`config.mk`:
```
export PLATFORM = sky130hd
export DESIGN_NAME = fcd_config_dump
export DESIGN_NICKNAME = d
export VERILOG_FILES = /design/src/logic/fcd_pkg.sv /design/src/logic/fcd_config_dump.sv
export SDC_FILE = /design/constraint.sdc
export NUM_CORES = 1
export LEC_CHECK = 0
export BUFFER_PORTS_ARGS = -buffer_cell sky130_fd_sc_hd__buf_2
export CAP_MARGIN = 30
export CELL_PAD_IN_SITES_DETAIL_PLACEMENT = 1
export CELL_PAD_IN_SITES_GLOBAL_PLACEMENT = 2
export CORE_ASPECT_RATIO = 1.2
export CORE_MARGIN = 8
export CORE_UTILIZATION = 41
export DETAILED_ROUTE_END_ITERATION = 12
export PLACE_DENSITY = 0.85
export SKIP_CTS_REPAIR_TIMING = 1
export SYNTH_ARGS = -nofsm -noshare
export SYNTH_HDL_FRONTEND = slang
export SYNTH_SLANG_ARGS = --single-unit
export TNS_END_PERCENT = 5
```
`constraint.sdc`:
```
create_clock -name clk_in -period 4.25 [get_ports clk_in]
set_input_delay 0.2125 -clock clk_in [delete_from_list [all_inputs] [get_ports clk_in]]
set_output_delay 0.2125 -clock clk_in [all_outputs]
set_load 0.005 [all_outputs]
```
`src/logic/fcd_pkg.sv`:
```
// Constants for the mode setup and parameter dump command block
package fcd_pkg;
   // ------------------------------------------------------------
   // Register port offsets
   // ------------------------------------------------------------
   localparam logic [1:0] FCD_ADDR_DATA = 2'h0;
   localparam logic [1:0] FCD_ADDR_STATUS = 2'h1;
   // ------------------------------------------------------------
   // Opcodes and byte counts
   // ------------------------------------------------------------
   localparam logic [7:0] FCD_OP_SETUP = 8'h13;
   localparam logic [7:0] FCD_OP_DUMP = 8'h0E;
   localparam logic [3:0] FCD_DUMP_LEN = 4'hA;
   localparam logic [3:0] FCD_DUMP_LAST = 4'h9;
   // ------------------------------------------------------------
   // Third setup byte field positions and the dump byte eight lock bit
   // ------------------------------------------------------------
   localparam int FCD_BIT_ISEEK = 6;
   localparam int FCD_BIT_FIFO = 5;
   localparam int FCD_BIT_POLL = 4;
   localparam int FCD_THR_HI = 3;
   localparam int FCD_LOCK_BIT = 7;
   // ------------------------------------------------------------
   // Reset values
   // ------------------------------------------------------------
   localparam logic [3:0] FCD_THR_RST = 4'h0;
   localparam logic FCD_FIFO_DIS_RST = 1'b1;
   localparam logic FCD_POLL_DIS_RST = 1'b0;
   localparam logic FCD_ISEEK_RST = 1'b0;
   localparam logic [7:0] FCD_PCOMP_RST = 8'h00;
   // ------------------------------------------------------------
   // Timing: polling window after reset
   // ------------------------------------------------------------
   localparam int FCD_CLK_PERIOD_NS = 10;
   localparam int FCD_POLL_WIN_MS = 500;
   localparam int FCD_POLL_WIN_CYC = FCD_POLL_WIN_MS * 1000000
                                     / FCD_CLK_PERIOD_NS;
   localparam int FCD_WIN_W = 26;
   // ------------------------------------------------------------
   // Command sequencer states
   // ------------------------------------------------------------
   typedef enum logic [2:0] {
      FCD_IDLE,
      FCD_CFG_B2,
      FCD_CFG_B3,
      FCD_CFG_B4,
      FCD_DUMP
   } fcd_state_e;
endpackage : fcd_pkg

```
`src/logic/fcd_config_dump.sv`:
```
// Mode setup command and parameter dump command handler
//
// Notes on behaviour
// - Setup: opcode, zero byte, enables plus threshold, precomp track.
// - Hardware reset returns all setup fields to defaults, ignoring lock.
// - Threshold takes 00h to 0Fh and drives transfer FIFO threshold.
// - Soft reset clears threshold unless lock is set.
// - Polling disable defaults 0; soft reset clears it.
// - With polling enabled an interrupt follows reset.
// - Polling disabled within 500 ms of reset suppresses that interrupt.
// - FIFO disable defaults 1; soft reset sets it unless locked.
// - Implied seek enable defaults 0, soft reset clears; mode bit ORs in.
// - Implied seeks enabled: seek requested before each data operation.
// - Precomp track 00h to FFh; soft reset zeroes it unless locked.
// - Setup only writes internal registers; no result bytes.
// - Dump: one opcode byte, then exactly ten result bytes.
// - Dump bytes one to four: present track of drives 0 to 3.
// - Dump bytes five, six: step rate, delays and DMA bit.
// - Byte seven: sectors per track after format, else end of track.
// - Bytes nine, ten: current setup fields (bit 7 zero) and precomp track.
// - Hardware reset defaults all; soft reset keeps locked fields.
// - Byte eight: lock at bit 7, drive configuration in bits 5-0.
// - Lock set: guarded fields survive soft reset; clear: defaults.
//
// Decided for this implementation: the register addresses and strobed register access.
`timescale 1ns/1ps
module fcd_config_dump #(
   parameter int POLL_WIN_CYCLES = fcd_pkg::FCD_POLL_WIN_CYC
) (
   // Clock and resets
   input wire logic clk_in,
   input wire logic reset_n_in,
   input wire logic soft_reset_in,
   // Register port
   input wire logic [1:0] addr_in,
   input wire logic [7:0] wdata_in,
   input wire logic wr_in,
   input wire logic rd_in,
   output logic [7:0] rdata_out,
   // Parameters kept by other command logic
   input wire logic lock_in,
   input wire logic [31:0] present_track_number_in,
   input wire logic [3:0] step_rate_time_in,
   input wire logic [3:0] delay_after_processing_in,
   input wire logic [6:0] delay_before_processing_in,
   input wire logic dma_mode_in,
   input wire logic [7:0] sectors_per_track_in,
   input wire logic [7:0] end_of_track_sector_in,
   input wire logic [3:0] per_drive_configuration_in,
   input wire logic [1:0] group_drive_configuration_in,
   // Command events from the rest of the controller
   input wire logic format_cmd_in,
   input wire logic rw_cmd_in,
   input wire logic data_op_start_in,
   input wire logic drive_mode_implied_seek_bit_in,
   input wire logic irq_ack_in,
   // Setup values, implied seek request and reset interrupt to the controller
   output logic [3:0] fifo_threshold_out,
   output logic fifo_disable_out,
   output logic polling_disable_out,
   output logic implied_seek_enable_out,
   output logic [7:0] precomp_start_track_out,
   output logic implied_seek_req_out,
   output logic reset_irq_out
);
   import fcd_pkg::*;

   // ------------------------------------------------------------
   // State
   // ------------------------------------------------------------
   typedef struct packed {
      fcd_state_e state;
      logic [3:0] idx;
      logic [9:0][7:0] snap;
      logic [7:0] cfg_tmp;
      logic [3:0] thr;
      logic fifo_dis;
      logic poll_dis;
      logic iseek;
      logic [7:0] pcomp;
      logic fmt_last;
      logic [FCD_WIN_W-1:0] win_cnt;
      logic win_run;
      logic irq;
      logic seek_req;
      logic [7:0] rdata;
   } fcd_state_s;

   fcd_state_s st_reg;
   fcd_state_s st_next;

   localparam logic [FCD_WIN_W-1:0] WIN_LOAD =
      FCD_WIN_W'(POLL_WIN_CYCLES);

   function automatic logic [7:0] fcd_cfg_byte(input logic iseek,
                                               input logic fdis,
                                               input logic pdis,
                                               input logic [3:0] thr);
      fcd_cfg_byte = {1'b0, iseek, fdis, pdis, thr};
   endfunction : fcd_cfg_byte

   logic wr_data;
   logic rd_data;
   logic rd_status;
   assign wr_data = wr_in && (addr_in == FCD_ADDR_DATA);
   assign rd_data = rd_in && (addr_in == FCD_ADDR_DATA);
   assign rd_status = rd_in && (addr_in == FCD_ADDR_STATUS);

   // ------------------------------------------------------------
   // Next state
   // ------------------------------------------------------------
   always_comb begin
      st_next = st_reg;
      st_next.rdata = 8'h00;
      st_next.seek_req = 1'b0;
      // Read or write ran later than format
      if (rw_cmd_in) begin
         st_next.fmt_last = 1'b0;
      end else if (format_cmd_in) begin
         st_next.fmt_last = 1'b1;
      end
      // Combined enable: mode bit can turn seeks on alone
      if (data_op_start_in &&
          (st_reg.iseek || drive_mode_implied_seek_bit_in)) begin
         st_next.seek_req = 1'b1;
      end
      // Polling window count-down
      if (st_reg.win_run) begin
         if (st_reg.win_cnt <= {{(FCD_WIN_W-1){1'b0}}, 1'b1}) begin
            st_next.win_run = 1'b0;
            if (!st_reg.poll_dis) begin
               st_next.irq = 1'b1;
            end
         end else begin
            st_next.win_cnt = st_reg.win_cnt - 1'b1;
         end
      end
      // Set wins over acknowledge
      if (irq_ack_in && !(st_next.irq && !st_reg.irq)) begin
         st_next.irq = 1'b0;
      end
      case (st_reg.state)
         FCD_IDLE: begin
            if (wr_data && wdata_in == FCD_OP_SETUP) begin
               st_next.state = FCD_CFG_B2;
            end else if (wr_data && wdata_in == FCD_OP_DUMP) begin
               // Snapshot at opcode keeps the ten bytes coherent
               st_next.state = FCD_DUMP;
               st_next.idx = 4'h0;
               for (int i = 0; i < 4; i++) begin
                  st_next.snap[i] =
                     present_track_number_in[i*8 +: 8];
               end
               st_next.snap[4] = {step_rate_time_in,
                                  delay_after_processing_in};
               st_next.snap[5] = {delay_before_processing_in,
                                  dma_mode_in};
               st_next.snap[6] = st_reg.fmt_last ?
                  sectors_per_track_in : end_of_track_sector_in;
               st_next.snap[7] = {lock_in, 1'b0,
                                  per_drive_configuration_in,
                                  group_drive_configuration_in};
               st_next.snap[8] = fcd_cfg_byte(st_reg.iseek,
                  st_reg.fifo_dis, st_reg.poll_dis, st_reg.thr);
               st_next.snap[9] = st_reg.pcomp;
            end
         end
         FCD_CFG_B2: begin
            // Second byte is all zero by protocol; content not checked
            if (wr_data) begin
               st_next.state = FCD_CFG_B3;
            end
         end
         FCD_CFG_B3: begin
            if (wr_data) begin
               st_next.cfg_tmp = wdata_in;
               st_next.state = FCD_CFG_B4;
            end
         end
         FCD_CFG_B4: begin
            if (wr_data) begin
               // Fields commit together; no result phase follows
               st_next.iseek = st_reg.cfg_tmp[FCD_BIT_ISEEK];
               st_next.fifo_dis = st_reg.cfg_tmp[FCD_BIT_FIFO];
               st_next.poll_dis = st_reg.cfg_tmp[FCD_BIT_POLL];
               st_next.thr = st_reg.cfg_tmp[FCD_THR_HI:0];
               st_next.pcomp = wdata_in;
               st_next.state = FCD_IDLE;
               if (st_reg.cfg_tmp[FCD_BIT_POLL] && st_reg.win_run) begin
                  st_next.win_run = 1'b0;
               end
            end
         end
         FCD_DUMP: begin
            // Writes here are dropped; host drains results first
            if (rd_data) begin
               st_next.rdata = st_reg.snap[st_reg.idx];
               if (st_reg.idx == FCD_DUMP_LAST) begin
                  st_next.state = FCD_IDLE;
               end else begin
                  st_next.idx = st_reg.idx + 4'h1;
               end
            end
         end
         default: begin
            st_next.state = FCD_IDLE;
         end
      endcase
      if (rd_status) begin
         st_next.rdata = {(st_reg.state == FCD_DUMP),
                          (st_reg.state != FCD_IDLE), 2'b00,
                          FCD_DUMP_LEN - st_reg.idx};
      end
      // Soft reset: lock guards threshold, FIFO and precomp only
      if (soft_reset_in) begin
         st_next.state = FCD_IDLE;
         st_next.idx = 4'h0;
         st_next.poll_dis = FCD_POLL_DIS_RST;
         st_next.iseek = FCD_ISEEK_RST;
         st_next.win_cnt = WIN_LOAD;
         st_next.win_run = 1'b1;
         if (!lock_in) begin
            st_next.thr = FCD_THR_RST;
            st_next.fifo_dis = FCD_FIFO_DIS_RST;
            st_next.pcomp = FCD_PCOMP_RST;
         end else begin
            // Locked fields hold even if a setup commits this cycle
            st_next.thr = st_reg.thr;
            st_next.fifo_dis = st_reg.fifo_dis;
            st_next.pcomp = st_reg.pcomp;
         end
      end
   end

   // ------------------------------------------------------------
   // Registers
   // ------------------------------------------------------------
   always_ff @(posedge clk_in or negedge reset_n_in) begin
      if (!reset_n_in) begin
         st_reg <= '0;
         st_reg.state <= FCD_IDLE;
         st_reg.thr <= FCD_THR_RST;
         st_reg.fifo_dis <= FCD_FIFO_DIS_RST;
         st_reg.poll_dis <= FCD_POLL_DIS_RST;
         st_reg.iseek <= FCD_ISEEK_RST;
         st_reg.pcomp <= FCD_PCOMP_RST;
         st_reg.win_cnt <= WIN_LOAD;
         st_reg.win_run <= 1'b1;
      end else begin
         st_reg <= st_next;
      end
   end

   assign rdata_out = st_reg.rdata;
   assign fifo_threshold_out = st_reg.thr;
   assign fifo_disable_out = st_reg.fifo_dis;
   assign polling_disable_out = st_reg.poll_dis;
   assign implied_seek_enable_out = st_reg.iseek;
   assign precomp_start_track_out = st_reg.pcomp;
   assign implied_seek_req_out = st_reg.seek_req;
   assign reset_irq_out = st_reg.irq;

   logic commit;
   assign commit = (st_reg.state == FCD_CFG_B4) && wr_data &&
                   !soft_reset_in;
endmodule : fcd_config_dump

```
==> out/metrics.csv, run 1 <==
stage;metric;value;unit
status;status;completed;
placement;globalplace.congestion;0.7752;
layout;regArea;3647;µm²
logic_synthesis;synth_seq_cells;145;
logic_synthesis;synthCells;565;
worst_hold_path;hold_class;input pin to register;
placement;placed_cells;853;
timing;worst_slack;1.592;ns
drt;vias;4829;
pwr;ir_worst_vdd;0.2880;mV
logic_synthesis;async_flop_share;1.000;
critical_path;crit_family;simple AND/OR/NAND/NOR gates;
layout;final_cell_mix;dfrtp_1, buf_2, mux2_2;
critical_path;crit_slowest_cell;nand3_4;
clocking;cts_buffers;17;
logic_synthesis;yosysUniqueCellTypes;63;
critical_path;crit_path_cell_trace;or3_1 > nor2_1 > nand3_4 > buf_4 > mux2_2;
die;dieArea;21570;µm²
drt;first_pass_iters;4;
layout;largest_register_ff_count;120;
pwr;p_sw_frac;0.2482;
timing;clock_skew;0.009881;ns
drt;vias_per_cell;5.426;
clocking;root_buffer;clkbuf_16;
timing;clock.fmax;376.3;MHz
die;pin_count;116;
timing;final_max_slew_viol_count;0;
die;start_util;0.4179;
layout;final_util;0.4943;
timing;finalHoldViolCount;0;
critical_path;critPathMaxFanout;54;
critical_path;max_stage_delay;0.58;ns
global_route;antenna_found_initial;1;
clocking;clock_sinks;145;
timing;relSlewSlack;0.3564;
critical_path;crit_end;st_reg[138]$_DFFE_PN0P_;
logic_synthesis;syn-num-nets;660;
critical_path;r2r-end;st_reg[138]$_DFFE_PN0P_;
placement;io_buffers;115;
logic_synthesis;ys_seq_area_frac;0.5197;
global_route;first_global_vias;5558;
drt;wl_per_cell;19.86;µm
timing;hold_slack;0.006769;ns
critical_path;required;4.55;ns
global_route;grt_max_degree;98;
pwr;p_per_area;395.2;nW/µm²
logic_synthesis;synth_edf_count;0;
clocking;cts_tree;built;
pwr;p_int;2465;µW
critical_path;crit_type;register to register;
critical_path;cp_num_buf_inv;1;
layout;area_growth;18.28;%
flow_run;maxCapViolCount;0;
logic_synthesis;syn_avg_cell_area;12.42;µm²
placement;dp_hpwl;12810;µm
critical_path;critPathLaunch;st_reg[147]$_DFFE_PN0P_;
critical_path;cp.depth;5;
layout;multi_input_area;3065;µm²
logic_synthesis;synth_area;7015;µm²
pwr;seqPwrFrac;0.461;
clocking;clkTransAtPathRegs;0.06;ns
timing;setup_viol;0;
placement;pre_cts_ws;1.411;ns
layout;stdcell_count;890;
pwr;p_leak;0.003843;µW
timing;finalCritPeriodShare;0.6253;
critical_path;worstReg2RegStart;st_reg[147]$_DFFE_PN0P_;
critical_path;crit_path_end_kind;register;
layout;nets;756;
die;placeableCoreArea;16790;µm²
logic_synthesis;yosysWarningCount;0;
drt;drt_iter0_drc;116;
critical_path;cp.arrival;2.96;ns
critical_path;reg2reg_depth;5;
die;die_height;159.3;µm
clocking;clockBufferDepth;2;
drt;ant_nets;0;
timing;period_needed;2.658;ns
layout;antenna_cells;0;
clocking;cts_max_level;4;
die;rows;52;
layout;final_layout_size_suffix_gt1_frac;0.4110;
global_route;overflow;0;
timing;tightest_slew;0.9655;ns
layout;mostFrequentLayoutCell;dfrtp_1;
layout;fill_cells;1791;
global_route;grt_pass1_wl;29040;µm
pwr;p_clk_frac;0.440;
clocking;insertion_delay;0.43;ns
logic_synthesis;synthFlopType;dfrtp_1;
pwr;total_switching_power;814.0;µW
pwr;p_comb_frac;0.099;
die;die_w;135.4;µm
timing;rsz0062_at_grt;false;
global_route;track_usage;0.1727;
critical_path;regToRegSetupSlack;1.59;ns
drt;drc_errors;0;
timing;setup_tns;0;ns
critical_path;startpoint_type;register;
drt;wirelength;17680;µm
==> synthesized netlist by cell type, types with 3 or more instances <==
library cell,count,area (µm²)
buf_2,4,20.02
a22o_1,12,105.1
a31oi_1,4,25.02
and2_1,4,25.02
nor2b_1,6,37.54
o32ai_1,3,26.28
a21oi_1,15,75.07
inv_1,11,41.29
ha_1,4,50.05
nor3b_1,4,30.03
mux2_2,77,867.1
xor2_1,3,26.28
nand2_1,30,112.6
dfstp_2,14,367.9
clkbuf_1,23,86.33
o21ai_0,9,45.04
nor4_2,3,37.54
a211oi_1,8,60.06
nand3_1,5,25.02
mux2i_1,22,220.2
o31ai_1,3,22.52
nand2b_1,14,87.58
o21ai_1,9,45.04
or4_1,5,37.54
nor3_1,10,50.05
or3_1,10,62.56
nand4_1,4,25.02
xnor2_1,15,131.4
nor2_1,23,86.33
a32oi_1,3,26.28
buf_4,20,150.1
o22ai_1,5,31.28
dfrtp_1,131,3278
mux4_2,14,315.3
==> final cells by class <==
type | instances | share of cell area
Sequential cell | 145 | 0.4395
Multi-Input combinational cell | 359 | 0.3694
Timing Repair Buffer | 127 | 0.08459
Clock buffer | 19 | 0.05217
Tap cell | 216 | 0.03257
Clock inverter | 13 | 0.01674
Inverter | 11 | 0.004976
==> power groups by stage <==
stage | Clock (µW) | Combinational, µW | Sequential [µW]
finish | 1440 | 324 | 1510
global route | 1540 | 362 | 1520
CTS | 1480 | 328 | 1510
detailed placement | 0 | 327 | 1530
global placement | 0 | 307 | 1530
floorplan | 0 | 212 | 1500
==> per-stage QoR <==
step | cell area, µm² | power, µW
2_1_floorplan | 7015 | 1712
3_3_place_gp | 7651 | 1835
3_5_place_dp | 7679 | 1861
4_1_cts | 8250 | 3319
5_1_grt | 8298 | 3422
6_report | 8298 | 3279
==> worst min path at each step <==
stage                                start                                end  cells past startpoint
2_1_floorplan                   reset_n_in  fifo_threshold_out[0]$_DFFE_PN0P_                      0
6_report                  data_op_start_in     implied_seek_req_out$_DFF_PN0_                      2
3_5_place_dp                    reset_n_in             st_reg[27]$_DFFE_PN0P_                      1
4_1_cts                         reset_n_in             st_reg[27]$_DFFE_PN0P_                      1
5_1_grt        present_track_number_in[27]             st_reg[88]$_DFFE_PN0P_                      2
3_3_place_gp                     rw_cmd_in             st_reg[37]$_DFFE_PN0P_                      2
==> layer usage <==
| layer | vias to the layer above | wire [µm] | global-route usage |
|---|---|---|---|
| met3 | 30 | 741 | 0.05145 |
| li1 | 2240 | - | - |
| met5 | - | 8 | 0 |
| met1 | 2462 | 7070 | 0.1890 |
| met2 | 95 | 9478 | 0.3051 |
| met4 | 2 | 377 | 0.06525 |
==> cells by family after synthesis <==
| kind of cell | after synthesis | share of synthesized area |
|---|---|---|
| flip-flops | 145 | 0.5197 |
| AND/OR/NAND/NOR | 135 | 0.1150 |
| multiplexers | 114 | 0.2015 |
| AO/OA/AOI/OAI | 88 | 0.08900 |
| buffers and inverters | 61 | 0.04512 |
| XOR/XNOR | 18 | 0.02247 |
| adder cells (fa/ha/maj) | 4 | 0.007134 |
(Power assumes the default switching activity.)
==> inputs of run 2 (changes only) <==
--- a/config.mk
+++ b/config.mk
@@ -11,9 +11,9 @@
 export CELL_PAD_IN_SITES_GLOBAL_PLACEMENT = 2
 export CORE_ASPECT_RATIO = 1.2
 export CORE_MARGIN = 8
-export CORE_UTILIZATION = 41
+export CORE_UTILIZATION = 34
 export DETAILED_ROUTE_END_ITERATION = 12
-export PLACE_DENSITY = 0.85
+export PLACE_DENSITY = 0.76
 export SKIP_CTS_REPAIR_TIMING = 1
 export SYNTH_ARGS = -nofsm -noshare
 export SYNTH_HDL_FRONTEND = slang
==> constraint.sdc (replaced) <==
create_clock -name clk_in -period 2.2 [get_ports clk_in]
set_input_delay 0.11 -clock clk_in [delete_from_list [all_inputs] [get_ports clk_in]]
set_output_delay 0.11 -clock clk_in [all_outputs]
set_load 0.005 [all_outputs]
==> run 2 against run 1 <==
  * The flow now finishes with violations (hold timing)
  * First-iteration DRC count is 80% higher
  * Clock skew is 0.0039 ns higher
  * Register-to-register slack worse by 1.5 ns
  * Routed wire length is 16% higher
  * Setup slack worse by 1.5 ns
  * Largest power group is now the clock network
  * Highest routed layer is now met4
==> out/metrics.csv, run 2 (synthesized netlist as in run 1, its figures left out) <==
stage;metric;value;unit;change
status;status;finished, violations left;;
status;failed_checks;hold timing;;
layout;final_cell_mix;dfrtp_1, buf_2, mux2_2, dlygate4sd3_1, nand2_1;;
timing;finalCritPeriodShare;0.9380;;+0.3127
pwr;p_per_area;730.7;nW/µm²;+85%
die;die_height;173.4;µm;+8.8%
placement;io_buffers;115;;unchanged
timing;setup_tns;0;ns;unchanged
drt;vias;5257;;+8.9%
timing;rsz0062_at_grt;false;;
clocking;insertion_delay;0.42;ns;about the same
pwr;p_leak;0.004316;µW;+12%
drt;drt_iter0_drc;209;;+80%
clocking;root_buffer;clkbuf_16;;
timing;hold_slack;-0.01601;ns;-0.02278 ns
drt;vias_per_cell;5.074;;-6.5%
layout;nets;853;;+13%
critical_path;regToRegSetupSlack;0.14;ns;-1.46 ns
timing;worst_slack;0.1364;ns;-1.456 ns
clocking;cts_tree;built;;
critical_path;r2r-end;st_reg[36]$_DFFE_PN1P_;;
critical_path;cp_num_buf_inv;1;;unchanged
flow_run;maxCapViolCount;0;;unchanged
critical_path;critPathMaxFanout;6;;-89%
critical_path;startpoint_type;register;;
layout;area_growth;33.26;%;
global_route;overflow;0;;unchanged
clocking;clock_sinks;145;;unchanged
critical_path;crit_path_cell_trace;or4_4 > nor4_4 > buf_4 > nor3_4 > a211oi_1 > a31oi_1;;
die;placeableCoreArea;20250;µm²;+21%
layout;final_layout_size_suffix_gt1_frac;0.3904;;-0.02058
drt;wirelength;20420;µm;+16%
global_route;track_usage;0.1491;;-0.02363
worst_hold_path;hp-start;sectors_per_track_in[3];;
timing;tightest_slew;0.4904;ns;-0.4751 ns
die;die_w;147.1;µm;+8.7%
layout;antenna_cells;0;;unchanged
layout;largest_register_ff_count;120;;unchanged
global_route;antenna_found_initial;0;;-1
critical_path;required;2.52;ns;-2.03 ns
placement;globalplace.congestion;0.8233;;+6.2%
placement;pre_cts_ws;0.1202;ns;-1.291 ns
clocking;cts_max_level;4;;unchanged
timing;clock.fmax;484.6;MHz;+29%
placement;dp_hpwl;13590;µm;+6.1%
critical_path;max_stage_delay;0.56;ns;-0.02 ns
critical_path;critPathLaunch;st_reg[33]$_DFFE_PN1P_;;
worst_hold_path;whs_endpoint;st_reg[112]$_DFFE_PN0P_;;
timing;setup_viol;0;;unchanged
critical_path;cp.arrival;2.39;ns;-0.57 ns
critical_path;crit_type;register to register;;
die;start_util;0.3464;;-0.07157
critical_path;crit_path_end_kind;register;;
critical_path;crit_slowest_cell;or4_4;;
pwr;ir_worst_vdd;0.5406;mV;+88%
die;pin_count;116;;unchanged
global_route;first_global_vias;5626;;+1.2%
timing;period_needed;2.064;ns;-0.5941 ns
critical_path;reg2reg_depth;6;;+1
clocking;cts_buffers;17;;unchanged
layout;mostFrequentLayoutCell;dfrtp_1;;
drt;ant_nets;0;;unchanged
timing;clock_skew;0.01380;ns;+0.003919 ns
drt;wl_per_cell;19.71;µm;-0.78%
worst_hold_path;hold_class;input pin to register;;
global_route;grt_max_degree;64;;-35%
global_route;grt_pass1_wl;30320;µm;+4.4%
critical_path;crit_family;simple AND/OR/NAND/NOR gates;;
timing;finalHoldViolCount;1;;+1
clocking;clkTransAtPathRegs;0.07;ns;about the same
drt;first_pass_iters;4;;unchanged
timing;relSlewSlack;0.6731;;+0.3167
clocking;clockBufferDepth;2;;unchanged
worst_hold_path;min_path_cells;3;;+1
drt;drc_errors;0;;unchanged
die;rows;57;;+9.6%
critical_path;worstReg2RegStart;st_reg[33]$_DFFE_PN1P_;;
timing;final_max_slew_viol_count;0;;unchanged
die;dieArea;25510;µm²;+18%
-- run 2: cell count changes in the layout (fill, tap and decap cells not counted), moves of 2 or more --
cell	before	now
dlygate4sd3_1	4	77
clkinv_4	1	4
buf_4	7	29
buf_12	0	3
bufinv_16	2	4
clkinv_2	3	0
clkinvlp_4	5	1
-- run 2: worst max-delay path by stage --
stage / slack, ns / cells past startpoint / endpoint
finish: 0.14 / 6 / st_reg[36]$_DFFE_PN1P_
global route: 0.02 / 6 / st_reg[23]$_DFFE_PN1P_
CTS: 0.12 / 6 / st_reg[36]$_DFFE_PN1P_
detailed placement: 0.12 / 6 / st_reg[36]$_DFFE_PN1P_
global placement: 0.22 / 5 / st_reg[18]$_DFFE_PN1P_
floorplan: 0.22 / 6 / st_reg[18]$_DFFE_PN1P_
-- run 2: power by group --
part	total, µW	leakage, µW	switching [µW]	internal (µW)
registers	2900	0.00196	108	2800
clock network	3130	0.000305	1210	1930
logic	796	0.00205	382	415
total	6830	0.00432	1700	5140
-- run 2: worst register-to-register path, cell delays in order (launching register included) --
cell,delay [ns]
dfstp_2,0.38
or4_4,0.56
nor4_4,0.40
buf_4,0.25
nor3_4,0.07
a211oi_1,0.25
a31oi_1,0.07
-- run 2: area by class of cell --
type	instances	area, µm²
clock buffers	19	432.9
clock inverters	13	200.2
fillers	2153	10910
inverters	11	41.29
multi-input cells	359	3065
flip-flops and latches	145	3647
well taps	265	331.6
repair buffers	224	1630
-- run 2: through the flow --
step                  util  hold slack (ns)  total power (µW)  instance area, µm²  cells
finish              0.4616         -0.01601              6831                9349   1036
global route        0.4616          0.01057              7086                9349   1036
CTS                 0.4232          -0.3941              6785                8571    958
detailed placement  0.3919          0.06616              3624                7938    926
global placement    0.3919          0.05995              3582                7938    926
floorplan                -          -0.1856              3307                7015    565
-- run 2: metal layers --
layer  GRT usage  vias up  share of wire
met1      0.1690     2715           0.39
met5           0        -              0
met3     0.04335       21          0.039
met2      0.2621       99           0.55
met4     0.05023        0          0.015
li1            -     2422              -
